**src/asrp_pkg.sv**
```systemverilog
// package: constants and carrier types for the adc serial register port
package asrp_pkg;

    // ------------------------------------------------------------
    // register indices
    // ------------------------------------------------------------
    localparam logic [5:0] ADDR_COMMAND = 6'h00;
    localparam logic [5:0] ADDR_ADC_MODE = 6'h01;
    localparam logic [5:0] ADDR_IF_MODE = 6'h02;
    localparam logic [5:0] ADDR_DATA = 6'h04;
    localparam logic [5:0] ADDR_IDENT = 6'h07;
    localparam logic [5:0] ADDR_CHAN0 = 6'h10;
    localparam logic [5:0] ADDR_SETUP0 = 6'h20;
    localparam logic [5:0] ADDR_FILT0 = 6'h28;
    localparam logic [5:0] ADDR_OFFSET0 = 6'h30;
    localparam logic [5:0] ADDR_GAIN0 = 6'h38;

    // ------------------------------------------------------------
    // command byte fields
    // ------------------------------------------------------------
    localparam int CMD_WEN_N_BIT = 7;
    localparam int CMD_READ_BIT = 6;
    localparam int CMD_ADDR_MSB = 5;

    // ------------------------------------------------------------
    // reset values
    // ------------------------------------------------------------
    localparam logic [15:0] RST_ADC_MODE = 16'h2000;
    localparam logic [15:0] RST_IF_MODE = 16'h0000;
    localparam logic [15:0] RST_CHAN0 = 16'h8001;
    localparam logic [15:0] RST_CHANX = 16'h0001;
    localparam logic [15:0] RST_SETUP0 = 16'h1000;
    localparam logic [15:0] RST_FILT0 = 16'h0500;
    localparam logic [23:0] RST_OFFSET0 = 24'h800000;
    localparam logic [23:0] RST_GAIN0 = 24'h500000;
    localparam logic [23:0] RST_DATA = 24'h000000;

    // ------------------------------------------------------------
    // interface mode field positions
    // ------------------------------------------------------------
    localparam int IFM_CONT_READ = 7;
    localparam int IFM_DATA_STAT = 6;
    localparam int IFM_REG_CHECK = 5;
    localparam int IFM_CRC_EN = 2;
    localparam int IFM_SHORT_WORD = 0;

    // ------------------------------------------------------------
    // link timing
    // ------------------------------------------------------------
    localparam int RESET_ONES = 64;
    localparam int ONES_W = 7;

    // ------------------------------------------------------------
    // types
    // ------------------------------------------------------------
    typedef enum logic [2:0] {
        ST_CMD = 3'b001,
        ST_WRITE = 3'b010,
        ST_READ = 3'b100
    } asrp_state_t;

    // pin levels after synchronous sampling
    typedef struct packed {
        logic sclk;
        logic csN;
        logic din;
    } asrp_pins_t;

    // captured register write
    typedef struct packed {
        logic valid;
        logic [5:0] addr;
        logic [23:0] data;
    } asrp_wr_t;

endpackage

```
**src/asrp_regfile.sv**
```systemverilog
// register file: configuration state, widths and read data
`timescale 1ns/1ns
`default_nettype none
module asrp_regfile
    import asrp_pkg::*;
#(
    parameter logic [15:0] IDENT_VALUE = 16'h5a50 // arbitrary identity value
) (
    // clock and reset
    input wire logic clk_sys,
    input wire logic rst,
    input wire logic clkEn,
    input wire logic softRst,
    // write port
    input wire asrp_wr_t wr,
    // lookup port
    input wire logic [5:0] lookAddr,
    output logic [5:0] lookBits,
    output logic [31:0] lookData,
    output logic [15:0] ifMode
);

    // ------------------------------------------------------------
    // storage
    // ------------------------------------------------------------
    logic [15:0] adcMode_q; // conversion mode, clock source
    logic [15:0] ifMode_q; // interface mode
    logic [15:0] chan_q [16]; // channel registers
    logic [15:0] setup_q [8]; // setup configuration
    logic [15:0] filt_q [8]; // filter configuration
    logic [23:0] offs_q [8]; // offset coefficients
    logic [23:0] gain_q [8]; // gain coefficients

    assign ifMode = ifMode_q;

    // mode registers, reset also by the all-ones sequence
    always_ff @(posedge clk_sys) begin
        if (rst || (clkEn && softRst)) begin
            adcMode_q <= RST_ADC_MODE;
            ifMode_q <= RST_IF_MODE;
        end else if (clkEn && wr.valid) begin
            if (wr.addr == ADDR_ADC_MODE) begin
                adcMode_q <= wr.data[15:0];
            end
            if (wr.addr == ADDR_IF_MODE) begin
                ifMode_q <= wr.data[15:0];
            end
        end
    end

    // per-entry configuration banks
    genvar gi;
    generate
        for (gi = 0; gi < 16; gi++) begin : g_chan
            always_ff @(posedge clk_sys) begin
                if (rst || (clkEn && softRst)) begin
                    chan_q[gi] <= (gi == 0) ? RST_CHAN0 : RST_CHANX;
                end else if (clkEn && wr.valid && wr.addr == ADDR_CHAN0 + 6'(gi)) begin
                    chan_q[gi] <= wr.data[15:0];
                end
            end
        end
        for (gi = 0; gi < 8; gi++) begin : g_setup
            always_ff @(posedge clk_sys) begin
                if (rst || (clkEn && softRst)) begin
                    setup_q[gi] <= RST_SETUP0;
                    filt_q[gi] <= RST_FILT0;
                    offs_q[gi] <= RST_OFFSET0;
                    gain_q[gi] <= RST_GAIN0;
                end else if (clkEn && wr.valid) begin
                    if (wr.addr == ADDR_SETUP0 + 6'(gi)) begin
                        setup_q[gi] <= wr.data[15:0];
                    end
                    if (wr.addr == ADDR_FILT0 + 6'(gi)) begin
                        filt_q[gi] <= wr.data[15:0];
                    end
                    if (wr.addr == ADDR_OFFSET0 + 6'(gi)) begin
                        offs_q[gi] <= wr.data;
                    end
                    if (wr.addr == ADDR_GAIN0 + 6'(gi)) begin
                        gain_q[gi] <= wr.data;
                    end
                end
            end
        end
    endgenerate

    // ------------------------------------------------------------
    // width and read data lookup
    // ------------------------------------------------------------
    // data register grows by 8 bits when status is appended
    always_comb begin
        lookBits = 6'd16;
        lookData = 32'h0;
        if (lookAddr == ADDR_ADC_MODE) begin
            lookData = {16'h0, adcMode_q};
        end else if (lookAddr == ADDR_IF_MODE) begin
            lookData = {16'h0, ifMode_q};
        end else if (lookAddr == ADDR_DATA) begin
            lookBits = ifMode_q[IFM_DATA_STAT] ? 6'd32 : 6'd24;
            // right-aligned like every other register; the status byte trails the data
            lookData = ifMode_q[IFM_DATA_STAT] ? {RST_DATA, 8'h0} : {8'h0, RST_DATA};
        end else if (lookAddr == ADDR_IDENT) begin
            lookData = {16'h0, IDENT_VALUE};
        end else if (lookAddr >= ADDR_CHAN0 && lookAddr < ADDR_SETUP0) begin
            lookData = {16'h0, chan_q[lookAddr[3:0]]};
        end else if (lookAddr >= ADDR_SETUP0 && lookAddr < ADDR_FILT0) begin
            lookData = {16'h0, setup_q[lookAddr[2:0]]};
        end else if (lookAddr >= ADDR_FILT0 && lookAddr < ADDR_OFFSET0) begin
            lookData = {16'h0, filt_q[lookAddr[2:0]]};
        end else if (lookAddr >= ADDR_OFFSET0 && lookAddr < ADDR_GAIN0) begin
            lookBits = 6'd24;
            lookData = {8'h0, offs_q[lookAddr[2:0]]};
        end else if (lookAddr >= ADDR_GAIN0) begin
            lookBits = 6'd24;
            lookData = {8'h0, gain_q[lookAddr[2:0]]};
        end else begin
            lookBits = 6'd8; // unmapped: one byte of zeros
        end
    end

endmodule
`default_nettype wire

```
**src/asrp_port.sv**
```systemverilog
// serial port top: command framing, shifter and soft reset
`timescale 1ns/1ns
`default_nettype none
// How it works
// - shift on falling edge, sample rising edge
// - chip select may stay low always
// - command byte is write only
// - every exchange starts with a command
// - command: write enable, read flag, address
// - return to command after data phase
// - write data is 8/16/24 bits
// - read data is 8 to 32 bits
// - identification register at seven, read only
// - 64 ones on data in resets all
// - chip select high aborts transfer
// - reset enables channel zero only
// - setup zero buffers off, external reference
// - reset filter combined sinc, fastest rate
// - reset continuous, internal oscillator, no reference
// - reset crc and status append off
// - interface mode fields cleared at reset
module asrp_port
    import asrp_pkg::*;
#(
    parameter logic [15:0] IDENT_VALUE = 16'h5a50 // arbitrary identity value
) (
    // clock and reset
    input wire logic clk_sys,
    input wire logic rst,
    input wire logic clkEn,
    // serial pins, already synchronous
    input wire logic sclk,
    input wire logic csN,
    input wire logic din,
    // serial output pin
    output logic dout,
    output logic doutOeN,
    // status
    output logic softRstPulse
);

    // ------------------------------------------------------------
    // pin sampling and edge detection
    // ------------------------------------------------------------
    asrp_pins_t pins_q; // previous pin levels
    logic rise; // sample edge
    logic fall; // drive edge

    always_ff @(posedge clk_sys) begin
        if (rst) begin
            pins_q <= '{sclk: 1'b1, csN: 1'b1, din: 1'b0}; // idle high clock
        end else if (clkEn) begin
            pins_q <= '{sclk: sclk, csN: csN, din: din};
        end
    end

    assign rise = ~pins_q.sclk & sclk & ~csN;
    assign fall = pins_q.sclk & ~sclk & ~csN;

    // ------------------------------------------------------------
    // all-ones reset detector
    // ------------------------------------------------------------
    logic [ONES_W-1:0] ones_q; // consecutive high data bits
    logic softRst; // reset request this cycle

    assign softRst = rise && din && (ones_q == ONES_W'(RESET_ONES - 1));

    // counts across framing, cleared by a low bit or by the reset it fires; chip select high does not break it
    always_ff @(posedge clk_sys) begin
        if (rst || (clkEn && softRst)) begin
            ones_q <= '0;
        end else if (clkEn && rise) begin
            ones_q <= din ? ones_q + 1'b1 : '0;
        end
    end

    // ------------------------------------------------------------
    // framing state
    // ------------------------------------------------------------
    asrp_state_t state_q; // framing state
    logic [5:0] cnt_q; // bits in current phase
    logic [5:0] len_q; // data phase length
    logic [5:0] addr_q; // target_reg_index
    logic [31:0] sh_q; // shift register
    asrp_wr_t wr_q; // write strobe to registers
    logic [5:0] lookBits; // width of looked up register
    logic [31:0] lookData; // value of looked up register
    logic [5:0] lookAddr; // address under decode
    logic [7:0] cmdByte; // command byte as it completes

    assign cmdByte = {sh_q[6:0], din};
    // during the command byte the address is the byte being completed
    assign lookAddr = (state_q == ST_CMD) ? cmdByte[CMD_ADDR_MSB:0] : addr_q;

    // framing machine: command, then one data phase, then back
    always_ff @(posedge clk_sys) begin
        if (rst || (clkEn && (softRst || csN))) begin
            state_q <= ST_CMD;
            cnt_q <= '0;
            len_q <= 6'd8;
            addr_q <= '0;
        end else if (clkEn && rise) begin
            unique case (state_q)
                ST_CMD: begin
                    if (cnt_q == 6'd7) begin
                        cnt_q <= '0;
                        addr_q <= cmdByte[CMD_ADDR_MSB:0];
                        len_q <= lookBits;
                        // a set write-enable bit makes the byte a no-op
                        if (cmdByte[CMD_WEN_N_BIT]) begin
                            state_q <= ST_CMD;
                        end else if (cmdByte[CMD_READ_BIT]) begin
                            state_q <= ST_READ;
                        end else begin
                            state_q <= ST_WRITE;
                        end
                    end else begin
                        cnt_q <= cnt_q + 1'b1;
                    end
                end
                ST_WRITE, ST_READ: begin
                    if (cnt_q == len_q - 1'b1) begin
                        state_q <= ST_CMD;
                        cnt_q <= '0;
                    end else begin
                        cnt_q <= cnt_q + 1'b1;
                    end
                end
            endcase
        end
    end

    // shift register: sample in on rise, reload read data at command end
    always_ff @(posedge clk_sys) begin
        if (rst || (clkEn && (softRst || csN))) begin
            sh_q <= '0;
        end else if (clkEn && rise) begin
            if (state_q == ST_CMD && cnt_q == 6'd7 && !cmdByte[CMD_WEN_N_BIT] && cmdByte[CMD_READ_BIT]) begin
                // left-align so the msb leaves first
                sh_q <= lookData << (6'd32 - lookBits);
            end else if (state_q == ST_READ) begin
                sh_q <= {sh_q[30:0], 1'b0};
            end else begin
                sh_q <= {sh_q[30:0], din};
            end
        end
    end

    // write strobe: one cycle when the last data bit lands
    always_ff @(posedge clk_sys) begin
        if (rst) begin
            wr_q <= '0;
        end else if (clkEn) begin
            wr_q.valid <= 1'b0;
            if (rise && state_q == ST_WRITE && cnt_q == len_q - 1'b1 && !csN && !softRst) begin
                // command and identification registers take no data
                wr_q.valid <= (addr_q != ADDR_COMMAND) && (addr_q != ADDR_IDENT);
                wr_q.addr <= addr_q;
                wr_q.data <= 24'({sh_q[22:0], din});
            end
        end
    end

    // ------------------------------------------------------------
    // output pin: driven on the falling edge during a read
    // ------------------------------------------------------------
    always_ff @(posedge clk_sys) begin
        if (rst || (clkEn && csN)) begin
            dout <= 1'b1;
            doutOeN <= 1'b1;
        end else if (clkEn && fall) begin
            doutOeN <= (state_q != ST_READ);
            dout <= (state_q == ST_READ) ? sh_q[31] : 1'b1;
        end
    end

    // soft reset pulse, visible to the rest of the device
    always_ff @(posedge clk_sys) begin
        if (rst) begin
            softRstPulse <= 1'b0;
        end else if (clkEn) begin
            softRstPulse <= softRst;
        end
    end

    // ------------------------------------------------------------
    // register file
    // ------------------------------------------------------------
    asrp_regfile #(
        .IDENT_VALUE(IDENT_VALUE)
    ) u_regs (
        .clk_sys(clk_sys),
        .rst(rst),
        .clkEn(clkEn),
        .softRst(softRst),
        .wr(wr_q),
        .lookAddr(lookAddr),
        .lookBits(lookBits),
        .lookData(lookData),
        .ifMode()
    );

endmodule
`default_nettype wire

```
**config.mk**
```make
export PLATFORM = sky130hd
export DESIGN_NAME = asrp_port
export DESIGN_NICKNAME = d
export VERILOG_FILES = /design/src/asrp_pkg.sv /design/src/asrp_regfile.sv /design/src/asrp_port.sv
export SDC_FILE = /design/constraint.sdc
export NUM_CORES = 2
export LEC_CHECK = 0
export ABC_AREA = 1
export ABC_CLOCK_PERIOD_IN_PS = 3750
export BUFFER_PORTS_ARGS = -buffer_cell sky130_fd_sc_hd__buf_2
export CAP_MARGIN = 25
export CORE_MARGIN = 1.5
export CORE_UTILIZATION = 40
export CTS_BUF_LIST = sky130_fd_sc_hd__clkbuf_4 sky130_fd_sc_hd__clkbuf_8
export CTS_CLUSTER_SIZE = 30
export DETAILED_ROUTE_END_ITERATION = 16
export SLEW_MARGIN = 30
export SYNTH_ARGS = -nofsm -noshare
export SYNTH_HDL_FRONTEND = slang
export SYNTH_HIERARCHICAL = 1
export SYNTH_SLANG_ARGS = --single-unit
```
**constraint.sdc**
```tcl
create_clock -name clk_sys -period 3.75 [get_ports clk_sys]
set_clock_uncertainty 0.05 [all_clocks]
set_input_delay 0.375 -clock clk_sys [delete_from_list [all_inputs] [get_ports clk_sys]]
set_output_delay 0.375 -clock clk_sys [all_outputs]
set_load 0.02 [all_outputs]
```
==> impl_metrics.tcl <==
set metrics [dict create \
    clk_path_buf_depth 3 \
    fp.dieH_um 349 \
    final_worst_slack_ps 97.6 \
    dp_worst_setup_slack_ps -44.4 \
    netlist_instances 5270 \
    finalNetCount 5417 \
    areaGrowthSynthToFinish_pct 14.5 \
    finalHoldViolations 0 \
    crit_path_max_incr_delay_ps 320 \
    wl_um 154000 \
    fin_crit_sh_pct 97.4 \
    total_switching_power_mw 5.87 \
    global_route.usage.total_pct 24.4 \
    run_status "finished, final reports clean" \
    die_width_um 349 \
    fin_tns_setup_ps 0 \
    worst_slew_margin_relative_to_its_limit_pct 26.8 \
    fin_crit_period_ps 3650 \
    portion_of_total_power_attributed_to_combinational_logic_pct 6.2 \
    synth_seq_cells 1023 \
    end_kind "flip-flop" \
    antenna_found_initial 2 \
    antenna_left 0 \
    worst_ir_drop_vdd_mv 0.345 \
    finalMaxSlewViolations 0 \
    synth.yosys.warnings 6 \
    layout_cell_share_with_drive_strength_beyond_1_pct 14.8 \
    drv_cap 0 \
    placeableCoreArea_mm2 0.119 \
    wl_met3_um 12900 \
    drt-met1-wl_um 64000 \
    hold_class "primary input to flip-flop" \
    total_number_of_vias 38000 \
    synth.top_cell.area_share_pct 56.1 \
    gp_congestion 0.892 \
    path_common_cell "sky130_fd_sc_hd__nand2_1" \
    sw_frac_of_total_pct 24.1 \
    timing.setup.critical_path_class "flip-flop to flip-flop" \
    fillerInstances 11400 \
    cp-start-kind "flip-flop" \
    die_area_mm2 0.122 \
    internal-power_mw 18.5 \
    htree_levels 4 \
    p_leak_nw 20.2 \
    netlist_top_cells_area "sky130_fd_sc_hd__edfxtp_1 56%, sky130_fd_sc_hd__nor2_1 11%, sky130_fd_sc_hd__nand2_1 9.3%" \
    place.detailed.hpwl_um 95700 \
    start_util_pct 40.5 \
    ios 9 \
    drt-wirelength-per-cell_um 21.5 \
    cts_inserted_buffers 171 \
    pwr-share-clk_pct 40.4 \
    average_footprint_of_a_synthesized_cell_um2 9.11 \
    worstMarginPinSlew_ps 1090 \
    final_core_util_pct 46.4 \
    setup-violations-final 0 \
    top_layer_used "met5" \
    unrepaired_setup_endpoints_after_global_routing "true" \
    cts_root_buffer "sky130_fd_sc_hd__clkbuf_8" \
    drt_pre_antenna_iters 6 \
    arrival_ps 4350 \
    portBuffers 8 \
    async_reset_ff_share_pct 0 \
    cp_max_fo 9 \
    first_pass_grt_wire_length_um 224000 \
    grt_pass1_vias 36100 \
    grt_overflow_total 0 \
    synth-main-ff-cell "sky130_fd_sc_hd__edfxtp_1" \
    synthMostInstantiatedCell "sky130_fd_sc_hd__nor2_1" \
    synth_sequential_area_ratio_pct 61.3 \
    power.sequential.fraction_pct 53.3 \
    insertion_delay_ps 890 \
    clkTransAtPathRegs_ps 60 \
    tritoncts "yes" \
    most_common_library_cells_after_synthesis "1355 x sky130_fd_sc_hd__nor2_1, 1186 x sky130_fd_sc_hd__nand2_1, 896 x sky130_fd_sc_hd__edfxtp_1, 323 x sky130_fd_sc_hd__inv_1, 223 x sky130_fd_sc_hd__nand3_1" \
    pin_count_of_the_biggest_net_entering_global_routing 77 \
    clock_sinks 1023 \
    synth_top_area_cell "sky130_fd_sc_hd__edfxtp_1" \
    synth.distinct_cells 52 \
    first_iter_violations 4582 \
    count_of_flip_flops_with_a_built_in_enable_after_synthesis 896 \
    maxClockFrequency_mhz 274 \
    design_power_total_mw 24.3 \
    synth_area_mm2 0.0480 \
    post_drt_via_cell_ratio 5.33 \
    post-route-drc-count 0 \
    pwr_density_cell_mw_per_mm2 443 \
    placementRows 126 \
    cp.required_ps 4440 \
    critical-path-slowest-cell "sky130_fd_sc_hd__dfxtp_2" \
    route.met2.wl_um 71900 \
]
-- cell families after synthesis --
logic type / Yosys count / synth area share [%]
buf+inv: 750 / 7.14
fa+ha+maj: 4 / 0.104
other cells: 1 / 0.00781
flops: 1023 / 61.3
xor+xnor: 9 / 0.196
simple gates: 2963 / 25.1
compound gates: 520 / 6.11
-- routing by layer --
metal / vias up / global-route usage (%)
li1: 17500 / -
met1: 18500 / 33.2
met2: 1736 / 39.4
met3: 277 / 4.08
met4: 4 / 8.67
met5: - / 0
-- layout make-up --
cell class / instances / area [um^2] / area share (%)
sequential: 1023 / 29400 / 53.6
clock inverter: 67 / 464 / 0.845
inverter: 379 / 1450 / 2.64
timing repair buffer: 325 / 3200 / 5.83
tap: 1600 / 2000 / 3.64
multi-input combinational: 3507 / 15500 / 28.2
clock buffer: 231 / 2860 / 5.20
antenna: 3 / 7.51 / 0.0137
-- worst paths after layout --
check                  startpoint              endpoint  slack (ps)  cells past startpoint
min reg2reg  u_regs/adcMode_q[13]  u_regs/adcMode_q[13]         430                      2
max reg2reg            state_q[1]              sh_q[24]         100                     28
max                    state_q[1]              sh_q[24]         100                     28
min                           rst              wr_q[29]         270                      3
-- state kept, by name (all words and copies together) (netlist names) --
name / cells
u_regs/chan_q: 256
u_regs/gain_q: 192
u_regs/offs_q: 192
u_regs/filt_q: 128
u_regs/setup_q: 128
sh_q: 32
wr_q: 31
u_regs/adcMode_q: 16
u_regs/ifMode: 16
ones_q: 7
addr_q: 6
cnt_q: 6
len_q: 6
state_q: 3
dout: 1
doutOeN: 1
pins_q: 1
softRstPulse: 1
-- critical path: cells and delay by family, from the launching register on --
kind                   cells  cell delay, ps
flip-flops                 1             320
AND/OR/NAND/NOR           17            1490
AO/OA/AOI/OAI              3             550
buffers and inverters      8            1060
-- power groups by stage --
stage                     sequential (mW)  clock [mW]  combinational, mW
after global placement               13.2           0               1.39
final                                13.0        9.85               1.52
after global routing                 13.0        10.5               1.64
after CTS                            13.0        10.0               1.41
after detailed placement             13.2           0               1.40
after floorplan                      13.2           0              0.872
-- layout by cell type (no fill, tap or decap), types with 41 or more instances in the layout --
| cell type | instances |
|---|---|
| sky130_fd_sc_hd__nor2_1 | 1343 |
| sky130_fd_sc_hd__nand2_1 | 1170 |
| sky130_fd_sc_hd__edfxtp_1 | 896 |
| sky130_fd_sc_hd__inv_1 | 303 |
| sky130_fd_sc_hd__buf_4 | 247 |
| sky130_fd_sc_hd__nand3_1 | 205 |
| sky130_fd_sc_hd__clkbuf_8 | 180 |
| sky130_fd_sc_hd__o21ai_0 | 140 |
| sky130_fd_sc_hd__a21oi_1 | 138 |
| sky130_fd_sc_hd__dfxtp_1 | 126 |
| sky130_fd_sc_hd__o22ai_1 | 109 |
| sky130_fd_sc_hd__nand4_1 | 67 |
| sky130_fd_sc_hd__inv_2 | 63 |
| sky130_fd_sc_hd__clkbuf_4 | 52 |
| sky130_fd_sc_hd__nor2_2 | 49 |
| sky130_fd_sc_hd__o21ai_1 | 44 |
| sky130_fd_sc_hd__buf_12 | 41 |
-- stage by stage --
stage	std cells	hold slack (ps)	instance area [um^2]
global placement	6799	408	50800
floorplan	5280	394	48000
detailed placement	6799	413	50800
global route	7133	236	55000
CTS	7104	184	54200
finish	7135	274	55000
-- timing repair --
action / CTS / global route
gates resized for setup: 6 / 121
hold endpoints to repair: 16 / 0
buffers inserted: 1 / 20
hold buffers: 6 / 0
pin swaps: 1 / 30
endpoints found under the setup margin: 5 / 32
cloned: 0 / 9
Note: power is estimated with default switching activity, not from simulation.
